<file path="src/logic/guard_pkg.sv">
// constants, field positions and types of the special register write guard
//------------------------------------------------------------------------------
// Summary of operation
// - only the first write after a command write reaches a protected register
// - command register takes 8-bit writes only and reads back no stored data
// - power-save, clock and watchdog mode registers are the only guarded ones
// - reads need no sequence and leave the window armed, though one inside it bars a watchdog write
// - any data value written to the command register arms the window
// - interrupt acknowledge is held off while the window is armed
// - protected write without a preceding command write sets the error flag
// - armed window followed by a write elsewhere sets the error flag
// - reads inside the window keep it armed for power-save and clock registers
// - writing 0 to the error flag clears it
// - reset clears the error flag
// - clearing write right after a command write beats the error set
// - two command writes back to back set the error flag
// - system status register accepts byte and single-bit accesses
//------------------------------------------------------------------------------
package guard_pkg;

  // register byte offsets on the wishbone port
  localparam logic [7:0] OFF_CMD = 8'h00;
  localparam logic [7:0] OFF_PSC = 8'h04;
  localparam logic [7:0] OFF_PCC = 8'h08;
  localparam logic [7:0] OFF_WDT = 8'h0C;
  localparam logic [7:0] OFF_SYS = 8'h10;
  localparam logic [7:0] OFF_WAIT = 8'h14;
  localparam logic [7:0] OFF_IRQ_STAT = 8'h18;
  localparam logic [7:0] OFF_IRQ_MASK = 8'h1C;

  // values after reset, and the fixed read value of the command register
  localparam logic [7:0] RST_PSC = 8'h00;
  localparam logic [7:0] RST_PCC = 8'h00;
  localparam logic [7:0] RST_WDT = 8'h00;
  localparam logic [7:0] RST_WAIT = 8'h77;
  localparam logic [7:0] RST_IRQ_MASK = 8'h00;
  localparam logic [7:0] CMD_READ_VALUE = 8'h00;

  // field positions
  localparam int ERR_BIT = 0;
  localparam int STOP_SELECT_BIT = 1;
  localparam int IRQ_ERR_BIT = 0;
  localparam int IRQ_ACCEPT_BIT = 1;

  // bit manipulation opcodes carried beside a write
  localparam logic [1:0] BIT_NONE = 2'h0;
  localparam logic [1:0] BIT_SET = 2'h1;
  localparam logic [1:0] BIT_CLR = 2'h2;
  localparam logic [1:0] BIT_NOT = 2'h3;

  // classification of one bus cycle for the sequencer
  typedef enum logic [2:0] {
    TGT_NONE,
    TGT_CMD,
    TGT_PROT_FREE,
    TGT_PROT_WDT,
    TGT_SYS_CLR,
    TGT_OTHER
  } target_t;

  typedef enum logic {
    WIN_IDLE,
    WIN_ARMED
  } window_state_t;

endpackage

</file>
<file path="src/logic/guard_window_if.sv">
// carrier between the bus front end and the write window sequencer
`timescale 1ns/1ns
`default_nettype none
interface guard_window_if;
  logic wr_pulse;
  logic rd_pulse;
  guard_pkg::target_t kind;
  logic accept;
  logic err_set;
  logic armed;

  modport ctrl (output wr_pulse, output rd_pulse, output kind, input accept, input err_set, input armed);
  modport seq (input wr_pulse, input rd_pulse, input kind, output accept, output err_set, output armed);
endinterface
`default_nettype wire

</file>
<file path="src/logic/window_sequencer.sv">
// one-shot write window armed by the command register
`timescale 1ns/1ns
`default_nettype none
module window_sequencer (
  input wire logic i_clk,         // system clock
  input wire logic i_rst,         // synchronous reset, active high
  guard_window_if.seq win         // classified bus cycles in, verdicts out
);

  guard_pkg::window_state_t state_reg;
  guard_pkg::window_state_t state_next;
  logic read_seen_reg;
  logic read_seen_next;

  //----------------------------------------------------------------------------
  // verdict and next state
  //----------------------------------------------------------------------------
  // a read inside the window is remembered: the watchdog register does not
  // tolerate one, the other two guarded registers do
  always_comb begin
    state_next = state_reg;
    read_seen_next = read_seen_reg;
    win.accept = 1'b0;
    win.err_set = 1'b0;
    if (state_reg == guard_pkg::WIN_ARMED && win.rd_pulse) begin
      read_seen_next = 1'b1;
    end
    if (win.wr_pulse) begin
      case (win.kind)
        guard_pkg::TGT_CMD: begin
          if (state_reg == guard_pkg::WIN_ARMED) begin
            win.err_set = 1'b1;
            state_next = guard_pkg::WIN_IDLE;
          end else begin
            state_next = guard_pkg::WIN_ARMED;
            read_seen_next = 1'b0;
          end
        end
        guard_pkg::TGT_PROT_FREE: begin
          win.accept = (state_reg == guard_pkg::WIN_ARMED);
          win.err_set = (state_reg == guard_pkg::WIN_IDLE);
          state_next = guard_pkg::WIN_IDLE;
        end
        guard_pkg::TGT_PROT_WDT: begin
          win.accept = (state_reg == guard_pkg::WIN_ARMED) && !read_seen_reg;
          win.err_set = !win.accept;
          state_next = guard_pkg::WIN_IDLE;
        end
        guard_pkg::TGT_SYS_CLR: begin
          state_next = guard_pkg::WIN_IDLE;
        end
        guard_pkg::TGT_OTHER: begin
          win.err_set = (state_reg == guard_pkg::WIN_ARMED);
          state_next = guard_pkg::WIN_IDLE;
        end
        default: begin
          state_next = state_reg;
        end
      endcase
    end
  end

  assign win.armed = (state_reg == guard_pkg::WIN_ARMED);

  //----------------------------------------------------------------------------
  // state registers
  //----------------------------------------------------------------------------
  always_ff @(posedge i_clk) begin
    if (i_rst) begin
      state_reg <= guard_pkg::WIN_IDLE;
      read_seen_reg <= 1'b0;
    end else begin
      state_reg <= state_next;
      read_seen_reg <= read_seen_next;
    end
  end

endmodule
`default_nettype wire

</file>
<file path="src/logic/special_register_write_guard.sv">
// wishbone front end, guarded registers and status of the write guard
//
// Register access over Wishbone and the register addresses were left to the implementer.
`timescale 1ns/1ns
`default_nettype none
module special_register_write_guard (
  input wire logic I_SYS_CLK,            // 50 MHz system clock
  input wire logic I_RST,                // synchronous reset, active high
  input wire logic I_WB_CYC,             // wishbone cycle
  input wire logic I_WB_STB,             // wishbone strobe
  input wire logic I_WB_WE,              // wishbone write enable
  input wire logic [7:0] I_WB_ADR,       // byte address
  input wire logic [3:0] I_WB_SEL,       // byte lane selects
  input wire logic [31:0] I_WB_DAT,      // write data
  input wire logic [1:0] I_BIT_OP,       // bit op beside a write, 0 = plain store
  input wire logic [2:0] I_BIT_POS,      // bit number for the bit op
  output logic [31:0] O_WB_DAT,          // read data
  output logic O_WB_ACK,                 // wishbone acknowledge
  output logic O_IRQ,                    // level interrupt
  output logic O_IRQ_ACK_INHIBIT,        // hold off interrupt acknowledge
  output logic [7:0] O_POWER_SAVE_CTRL,  // power-save control value
  output logic [7:0] O_CLOCK_CTRL,       // processor clock control value
  output logic [7:0] O_WATCHDOG_MODE,    // watchdog mode value
  output logic [7:0] O_WAIT_CTRL,        // peripheral wait control value
  output logic O_STOP_SELECT,            // stop select bit of power-save control
  output logic O_PROT_ERROR              // protection error flag
);

  logic ack_reg;
  logic [31:0] rd_data_reg;
  logic [7:0] psc_reg;
  logic [7:0] pcc_reg;
  logic [7:0] wdt_reg;
  logic [7:0] wait_reg;
  logic err_reg;
  logic err_next;
  logic [7:0] irq_stat_reg;
  logic [7:0] irq_stat_next;
  logic [7:0] irq_mask_reg;

  guard_window_if win ();

  //----------------------------------------------------------------------------
  // bus decode
  //----------------------------------------------------------------------------
  // a cycle is taken once, in the cycle before ack rises
  wire take = I_WB_CYC && I_WB_STB && !ack_reg;
  wire wr = take && I_WB_WE;
  wire rd = take && !I_WB_WE;
  wire bit_op = (I_BIT_OP != guard_pkg::BIT_NONE);
  wire lane0 = I_WB_SEL[0] || bit_op;
  wire byte_only = (I_WB_SEL == 4'h1) && !bit_op;
  wire hit_cmd = (I_WB_ADR[7:2] == guard_pkg::OFF_CMD[7:2]);
  wire hit_psc = (I_WB_ADR[7:2] == guard_pkg::OFF_PSC[7:2]);
  wire hit_pcc = (I_WB_ADR[7:2] == guard_pkg::OFF_PCC[7:2]);
  wire hit_wdt = (I_WB_ADR[7:2] == guard_pkg::OFF_WDT[7:2]);
  wire hit_sys = (I_WB_ADR[7:2] == guard_pkg::OFF_SYS[7:2]);
  wire hit_wait = (I_WB_ADR[7:2] == guard_pkg::OFF_WAIT[7:2]);
  wire hit_stat = (I_WB_ADR[7:2] == guard_pkg::OFF_IRQ_STAT[7:2]);
  wire hit_mask = (I_WB_ADR[7:2] == guard_pkg::OFF_IRQ_MASK[7:2]);

  //----------------------------------------------------------------------------
  // current byte of the addressed register
  //----------------------------------------------------------------------------
  // the command register never returns what was written to it
  wire [7:0] sys_byte = {7'h00, err_reg};
  wire [7:0] cur_byte =
    hit_cmd ? guard_pkg::CMD_READ_VALUE :
    hit_psc ? psc_reg :
    hit_pcc ? pcc_reg :
    hit_wdt ? wdt_reg :
    hit_sys ? sys_byte :
    hit_wait ? wait_reg :
    hit_stat ? irq_stat_reg :
    hit_mask ? irq_mask_reg : 8'h00;

  //----------------------------------------------------------------------------
  // store data: plain byte or read-modify-write of one bit
  //----------------------------------------------------------------------------
  // bit ops act on lane 0 only; every register here is a byte wide
  wire [7:0] bit_mask = 8'(8'h01 << I_BIT_POS);
  wire [7:0] new_byte =
    (I_BIT_OP == guard_pkg::BIT_SET) ? (cur_byte | bit_mask) :
    (I_BIT_OP == guard_pkg::BIT_CLR) ? (cur_byte & ~bit_mask) :
    (I_BIT_OP == guard_pkg::BIT_NOT) ? (cur_byte ^ bit_mask) : I_WB_DAT[7:0];

  //----------------------------------------------------------------------------
  // classification for the sequencer
  //----------------------------------------------------------------------------
  // a wide or bit-op store to the command register does not arm, yet it is
  // still a peripheral write and so closes an open window
  wire sys_clr = hit_sys && lane0 && !new_byte[guard_pkg::ERR_BIT];
  assign win.wr_pulse = wr;
  assign win.rd_pulse = rd;
  assign win.kind =
    !wr ? guard_pkg::TGT_NONE :
    hit_cmd ? (byte_only ? guard_pkg::TGT_CMD : guard_pkg::TGT_OTHER) :
    (hit_psc || hit_pcc) ? guard_pkg::TGT_PROT_FREE :
    hit_wdt ? guard_pkg::TGT_PROT_WDT :
    sys_clr ? guard_pkg::TGT_SYS_CLR : guard_pkg::TGT_OTHER;

  window_sequencer u_seq (
    .i_clk(I_SYS_CLK),
    .i_rst(I_RST),
    .win(win)
  );

  //----------------------------------------------------------------------------
  // register write enables
  //----------------------------------------------------------------------------
  wire prot_load = win.accept && lane0;
  wire psc_we = prot_load && hit_psc;
  wire pcc_we = prot_load && hit_pcc;
  wire wdt_we = prot_load && hit_wdt;
  wire wait_we = wr && lane0 && hit_wait;
  wire mask_we = wr && lane0 && hit_mask;
  wire stat_rd = rd && hit_stat;

  //----------------------------------------------------------------------------
  // error flag and sticky event bits
  //----------------------------------------------------------------------------
  // hardware set wins over clear, except the clearing store right after a
  // command write, where the sequencer raises no set at all
  always_comb begin
    err_next = err_reg;
    if (win.err_set) begin
      err_next = 1'b1;
    end else if (wr && sys_clr) begin
      err_next = 1'b0;
    end
  end

  // a read of the status register clears it, new events in that cycle survive
  always_comb begin
    irq_stat_next = stat_rd ? 8'h00 : irq_stat_reg;
    if (win.err_set) begin
      irq_stat_next[guard_pkg::IRQ_ERR_BIT] = 1'b1;
    end
    if (prot_load) begin
      irq_stat_next[guard_pkg::IRQ_ACCEPT_BIT] = 1'b1;
    end
  end

  //----------------------------------------------------------------------------
  // guarded registers
  //----------------------------------------------------------------------------
  always_ff @(posedge I_SYS_CLK) begin
    if (I_RST) begin
      psc_reg <= guard_pkg::RST_PSC;
      pcc_reg <= guard_pkg::RST_PCC;
      wdt_reg <= guard_pkg::RST_WDT;
    end else begin
      if (psc_we) begin
        psc_reg <= new_byte;
      end
      if (pcc_we) begin
        pcc_reg <= new_byte;
      end
      if (wdt_we) begin
        wdt_reg <= new_byte;
      end
    end
  end

  //----------------------------------------------------------------------------
  // unguarded registers and status
  //----------------------------------------------------------------------------
  always_ff @(posedge I_SYS_CLK) begin
    if (I_RST) begin
      wait_reg <= guard_pkg::RST_WAIT;
      irq_mask_reg <= guard_pkg::RST_IRQ_MASK;
      err_reg <= 1'b0;
      irq_stat_reg <= 8'h00;
    end else begin
      if (wait_we) begin
        wait_reg <= new_byte;
      end
      if (mask_we) begin
        irq_mask_reg <= new_byte;
      end
      err_reg <= err_next;
      irq_stat_reg <= irq_stat_next;
    end
  end

  //----------------------------------------------------------------------------
  // bus answer
  //----------------------------------------------------------------------------
  // one wait state on every access, unmapped addresses read zero and are
  // acked so a stray pointer cannot hang the core
  always_ff @(posedge I_SYS_CLK) begin
    if (I_RST) begin
      ack_reg <= 1'b0;
      rd_data_reg <= 32'h0000_0000;
    end else begin
      ack_reg <= take;
      if (rd) begin
        rd_data_reg <= {24'h00_0000, cur_byte};
      end
    end
  end

  //----------------------------------------------------------------------------
  // outputs
  //----------------------------------------------------------------------------
  // the core must not take an interrupt between the command store and the
  // guarded store, so acknowledge is blocked while the window is open
  assign O_IRQ_ACK_INHIBIT = win.armed;
  assign O_WB_ACK = ack_reg;
  assign O_WB_DAT = rd_data_reg;
  assign O_IRQ = |(irq_stat_reg & irq_mask_reg);
  assign O_POWER_SAVE_CTRL = psc_reg;
  assign O_CLOCK_CTRL = pcc_reg;
  assign O_WATCHDOG_MODE = wdt_reg;
  assign O_WAIT_CTRL = wait_reg;
  assign O_STOP_SELECT = psc_reg[guard_pkg::STOP_SELECT_BIT];
  assign O_PROT_ERROR = err_reg;

endmodule
`default_nettype wire

</file>
<file path="config.mk">
export PLATFORM = sky130hd
export DESIGN_NAME = special_register_write_guard
export DESIGN_NICKNAME = d
export VERILOG_FILES = /design/src/logic/guard_pkg.sv /design/src/logic/guard_window_if.sv /design/src/logic/window_sequencer.sv /design/src/logic/special_register_write_guard.sv
export SDC_FILE = /design/constraint.sdc
export NUM_CORES = 1
export LEC_CHECK = 0
export BUFFER_PORTS_ARGS = -buffer_cell sky130_fd_sc_hd__buf_4
export CAP_MARGIN = 10
export CORE_UTILIZATION = 50
export DETAILED_ROUTE_END_ITERATION = 10
export PLACE_DENSITY = 0.82
export SETUP_SLACK_MARGIN = 0.2
export SYNTH_ARGS = -nofsm -noshare
export SYNTH_HDL_FRONTEND = slang
export SYNTH_SLANG_ARGS = --single-unit
</file>
<file path="constraint.sdc">
create_clock -name I_SYS_CLK -period 3.3 [get_ports I_SYS_CLK]
set_input_delay 0.33 -clock I_SYS_CLK [delete_from_list [all_inputs] [get_ports I_SYS_CLK]]
set_output_delay 0.33 -clock I_SYS_CLK [all_outputs]
set_load 0.02 [all_outputs]
</file>
---- Yosys cells after proc, flatten, opt, wreduce, memory -nomap -nowiden ----
Cells that the tools add are included.
word-level totals
  flip-flop bits (word level) ............. 54
  word-level logic and storage cells ...... 103
  bits of input ports ..................... 54
operators by class
  equal/unequal tests ..................... 16
  reductions and logical operators ........ 35
  bitwise operators ....................... 6
  shift operators ......................... 1
  mux-type cells .......................... 33
operators with widths
  cell                                                                    count
  8-bit two-way mux                                                       11
  6-bit by 3-bit equality test with 1-bit output (second input constant)  4
  1-bit logical AND                                                       18
  3-bit two-way mux                                                       5
  1-bit two-way mux                                                       13
  6-bit by 2-bit equality test with 1-bit output (second input constant)  2
  2-bit nonzero test                                                      5
  2-bit by 8-bit AND with 8-bit output                                    1
  8-bit AND                                                               1
  8-bit inverter                                                          1
  8-bit bitwise OR                                                        1
  8-bit OR reduction                                                      1
  1-bit by 3-bit << shifter with 8-bit output (first input constant)      1
  8-bit bitwise XOR                                                       1
  3-bit by 2-bit equality test with 1-bit output (second input constant)  2
  3-bit equality test (second input constant)                             2
  6-bit by 1-bit equality test with 1-bit output (second input constant)  1
  1-bit zero test                                                         6
  6-bit zero test                                                         1
  2-bit equality test (second input constant)                             2
  4-bit by 1-bit equality test with 1-bit output (second input constant)  1
  1-bit case mux with 2 select lines                                      2
  1-bit case mux with 4 select lines                                      1
  4-bit OR reduction                                                      1
  6 further kinds                                                         7

---- Logic depth before layout (Yosys ltp) ----
  depth after elaboration ................. 25
  depth in mapped cells ................... 11

---- Modules after synthesis ----
A second synthesis with hierarchy kept.
second synthesis, totals
  cell total of the unflattened synthesis .. 357
  area total of the unflattened synthesis .. 3,338.2 sq um
modules (own cells, without submodules)
  module                        cells each  times used  area each (sq um)
  special_register_write_guard  339         1           3,184.3
  window_sequencer              18          1           153.9

---- Least setup slack after synthesis ----
Ideal clock, no wire load.
  path type ............................... input-to-reg
  start point ............................. input port I_WB_ADR[5]
  end point ............................... register irq_stat_reg[0]
  library setup time ...................... 128 ps
  setup slack ............................. 614 ps
  arrival time ............................ 2,559 ps
  cell stages on the path ................. 9
  data required time ...................... 3,172 ps
  path buffers ............................ 1
  cells stage by stage .................... or4_1 buf_2 a221o_1 nand2_1 ha_1 mux4_2 nand4bb_1 a22oi_1 nor2_1
between the ends
  cells in the longest elaborated chain, start to end .. 24
  elaborated cells on any way between the ends .. 40
  classes of those cells .................. eq/ne (11); mux (19); bitwise (3); reduce/logical (7)
ends and longest elaborated chain
  item                                                            line                                 source
  start: declaration                                              special_register_write_guard.sv:12   input wire logic [7:0] I_WB_ADR,
  6-bit by 3-bit equality test with 1-bit output                  special_register_write_guard.sv:60   wire hit_mask = (I_WB_ADR[7:2] == guard_pkg::OFF_IRQ_MASK[7:2]);
  8-bit two-way mux                                               special_register_write_guard.sv:75   hit_mask ? irq_mask_reg : 8'h00;
  8-bit two-way mux                                               special_register_write_guard.sv:74   hit_stat ? irq_stat_reg :
  8-bit two-way mux                                               special_register_write_guard.sv:73   hit_wait ? wait_reg :
  8-bit two-way mux                                               special_register_write_guard.sv:72   hit_sys ? sys_byte :
  8-bit two-way mux                                               special_register_write_guard.sv:71   hit_wdt ? wdt_reg :
  8-bit two-way mux                                               special_register_write_guard.sv:70   hit_pcc ? pcc_reg :
  8-bit two-way mux                                               special_register_write_guard.sv:69   hit_psc ? psc_reg :
  [8 not listed]                                                  --
  3-bit two-way mux                                               special_register_write_guard.sv:99   hit_wdt ? guard_pkg::TGT_PROT_WDT :
  3-bit two-way mux                                               special_register_write_guard.sv:98   (hit_psc || hit_pcc) ? guard_pkg::TGT_PROT_FREE :
  3-bit two-way mux                                               special_register_write_guard.sv:97   hit_cmd ? (byte_only ? guard_pkg::TGT_CMD : guard_pkg::TGT_OTHER) :
  3-bit two-way mux                                               special_register_write_guard.sv:96   !wr ? guard_pkg::TGT_NONE :
  3-bit equality test (tied with other cells)                     window_sequencer.sv:29               case (win.kind)
  1-bit case mux with 4 select lines                              window_sequencer.sv:29
  1-bit two-way mux                                               window_sequencer.sv:28               if (win.wr_pulse) begin
  1-bit two-way mux / 2-bit nonzero test (equally long branches)  --
  end signal: assignment                                          special_register_write_guard.sv:182  irq_stat_reg <= irq_stat_next;
  end: declaration                                                special_register_write_guard.sv:37   logic [7:0] irq_stat_reg;
Several ways; a longest one is shown, not always the timed one.
A chain may end at the register's enable or synchronous reset.

---- Worst setup path in the final report ----
  start point ............................. input port I_WB_ADR[5]
  end point ............................... register wdt_reg[7] (netlist: O_WATCHDOG_MODE[7])
between the ends
  cells in the longest elaborated chain, start to end .. 25
  elaborated cells on any way between the ends .. 37
  classes of those cells .................. eq/ne (9); mux (18); bitwise (3); reduce/logical (7)
ends and longest elaborated chain
  item                                            line                                 source
  6-bit by 3-bit equality test with 1-bit output  special_register_write_guard.sv:60
  8-bit two-way mux                               special_register_write_guard.sv:75
  8-bit two-way mux                               special_register_write_guard.sv:74
  8-bit two-way mux                               special_register_write_guard.sv:73
  8-bit two-way mux                               special_register_write_guard.sv:72
  8-bit two-way mux                               special_register_write_guard.sv:71
  8-bit two-way mux                               special_register_write_guard.sv:70
  8-bit two-way mux                               special_register_write_guard.sv:69
  [9 not listed]                                  --
  3-bit two-way mux                               special_register_write_guard.sv:98
  3-bit two-way mux                               special_register_write_guard.sv:97
  3-bit two-way mux                               special_register_write_guard.sv:96
  3-bit by 2-bit equality test with 1-bit output  window_sequencer.sv:29
  1-bit case mux with 2 select lines              window_sequencer.sv:29
  1-bit two-way mux                               window_sequencer.sv:28
  1-bit logical AND                               special_register_write_guard.sv:111  wire prot_load = win.accept && lane0;
  1-bit logical AND                               special_register_write_guard.sv:114  wire wdt_we = prot_load && hit_wdt;
  end signal: assignment                          special_register_write_guard.sv:151  wdt_reg <= guard_pkg::RST_WDT;
  end signal: assignment                          special_register_write_guard.sv:160  wdt_reg <= new_byte;
  end: declaration                                special_register_write_guard.sv:33   logic [7:0] wdt_reg;
Several ways; a longest one is shown, not always the timed one.

==> impl_results.md <==
- Area after DPL: roughly 3700 µm²
- Sequential area share after synthesis: 0.335
- Slowest cell on crit path: or4_1
- Fin cells: roughly 480
- Flop2flop setup slack: ~700 ps
- Status: finished clean
- Via count: between 2000 and 3000
- Clk slew on worst S/H paths: ~100 ps
- Die width: about 82 µm
- Worst IR Drop VDD: about 0.19 mV
- DRC viols: 0
- Design area: 3830 µm²
- Drt initial violations: roughly 180
- Final hold vios: 0
- Ys flop type: dfxtp_1
- Setup_tns: 0 ps
- Mapped Area: 3230 µm²
- Die Y-Extent: 82.4 µm
- Synth area leader: dfxtp_1
- Overflow after GRT: 0
- Syn Area/Cell: between 9 and 10 µm²
- Flops & latches, synth: 54
- CTS H-Tree Depth: 2
- Post-CTS Resized: 0
- Initial Util: 0.533
- Hold Startpoint: I_WB_WE
- Fin util: 0.633
- CP Cell Sequence: buf_4 -> or4_1 -> buf_4 -> nor2_8 -> o21ai_1 -> a32o_1 -> ha_1 -> mux4_2 -> mux2i_1 -> nor2_1
- Synth Area in Simple Gates: 0.193
- Largest net degree at the start of global routing: 56
- CP Class: primary input to flip-flop
- Cell leakage power: approximately 1.9 nW
- Reg-to-Reg Start: irq_mask_reg[0]$_SDFFE_PP0P_
- Compound-Gate Fraction of Synth Area: 0.0902
- Crit path launch type: primary input
- Crit-path most repeated cell: buf_4
- Power, Total: between 1 and 1.5 mW
- Cts bufs inserted: 5
- Synth Instances: around 340
- Via density: between 5 and 6
- CTS Hold Bufs: 0
- Worst slew pin tran: between 700 and 800 ps
- Row count: 28
- Placed Cells: approximately 480
- Ys Warns: 0
- Setup Buffers After CTS: 0
- Final critical-path share of the clock period: 0.822
- Async set-reset flop share out of synthesis: 0
- Clock Skews: approximately 9.6 ps
- Final wirelength: ~7700 µm
- Dominant cells by area after synthesis: dfxtp_1, mux2i_1, mux4_2, ha_1, buf_4
- Clk_lat worst skew: roughly 320 ps
- CP Buf/Inv Count: 2
- Critical path's largest stage delay: roughly 620 ps
- Slew HR: 0.495
- IO Pins: 123
- Clk sinks: 54
- RSZ-0062 raised after global routing: false
- Core footprint: ~6100 µm²
- FMAX: roughly 0.37 GHz
- Yosys top cell area share: 0.335
- Kind of cell adding the most delay to the critical path: simple AND/OR/NAND/NOR gates
- Avg WL per Cell: 15.9 µm
- CTS Root Cell: clkbuf_8
- CP arrival: 2900 ps
- Die area: 6790 µm²
- Distinct cells, synth: 44
- CTS Buffer Depth: 2
- Power per cell area: between 300 and 400 nW/µm²
- Initial antenna violation count: 0
- Drt pass-1 iters: 5
- Hpwl dp: ~5700 µm
- Largest family of logic cells by synthesized area: multiplexers
- RePlAce Congestion: ~0.89
- Gr usage total: 0.242
- Min cycle time layout: around 2700 ps
- Finish-stage setup viols: 0
- Synth Area in XOR/XNOR: 0
- Endpoint class of the critical path: flip-flop
- Worst Setup SP: I_WB_ADR[5]
- Post-Synth Adder-Cell Area: 0.0620
- Count of final max-slew check failures: 0
- Layout cells sized above 1: 0.282
- Vias in the first global route: about 2500
- IO buf count: between 70 and 80
- Max Cap Violations: 0
- # nets final: about 480
- First-pass GRT wire length: roughly 12000 µm
- Dpl ws: between 200 and 300 ps
- Crit Path Max Fanout: 7
- Syn-to-layout area delta: 18.7%
- CTS tree: built
- Multiplexer share of the synthesized area: 0.218
- Worst Path Required: 3490 ps
- Remaining antenna violation count after routing: 0
- PnR worst setup slack: ~600 ps
- Min Hold Slack: roughly 360 ps
- EDFF count, synth: 0
- Tightest Hold Check Type: primary input to flip-flop
- Number of diodes: 0
## tightest hold or removal path, delay by kind of cell
family	cells	cell delay [ps]
AO/OA/AOI/OAI	2	210
buffers and inverters	1	90
## where the power goes
part	internal, mW	switching (mW)	total, mW
registers	0.653	0.000830	0.653
logic	0.0657	0.108	0.173
clock network	0.154	0.239	0.393
## cell type report
cell class	instances	area, µm²
clock inverters	3	25.0
fillers	495	2230
flip-flops and latches	54	1080
inverters	17	63.8
well taps	75	93.8
repair buffers	78	586
multi-input cells	251	1920
clock buffers	5	68.8
## final timing paths
kind                                           to  cells past startpoint
setup / recovery  O_WATCHDOG_MODE[7]$_SDFFE_PP0P_                     10
hold / removal           O_WB_DAT[1]$_SDFFE_PP0P_                      3
setup reg to reg     irq_stat_reg[0]$_SDFFE_PP0P_                      9
hold reg to reg          O_WB_DAT[1]$_SDFFE_PP0P_                      2
## routing by layer
metal / GRT usage / vias to the layer above / share of wire / routed length [µm]
met1: 0.322 / 1304 / 0.44 / 3370
met4: 0.0702 / 0 / 0.0055 / 42
li1: - / 1280 / - / -
met5: 0 / - / 0 / 0
met3: 0.0407 / 6 / 0.061 / 472
met2: 0.402 / 101 / 0.49 / 3810
## cell usage in the layout (no fill, tap or decap), types with 6 or more instances in the layout
master,synthesis,layout
a21oi_1,8,8
buf_4,25,78
conb_1,1,24
dfxtp_1,54,54
ha_1,16,16
inv_1,17,17
mux2_2,8,8
mux2i_1,41,41
mux4_2,9,9
nand2_1,18,18
nand2b_1,14,14
nor2_1,43,43
o21ai_0,9,9
o21ai_1,6,6
o22ai_1,9,9
## synth_stat cells (4+ instances only)
master and count:
o22ai_1 9, o21ai_1 6, nand3b_1 4, mux4_2 9, nor2_1 43, mux2i_1 41
buf_4 25, nand3_1 5, nand2_1 18, a21oi_1 8, ha_1 16, o21ai_0 9
a32o_1 5, mux2_2 8, inv_1 17, nand2b_1 14, buf_2 6, dfxtp_1 54
clkbuf_1 11
## cell families after synthesis
kind of cell	count (synthesis)
other cells	1
fa+ha+maj	16
buf+inv	60
mux	58
simple gates	108
compound gates	45
flops	54
Power figures use the tool's default switching activity.
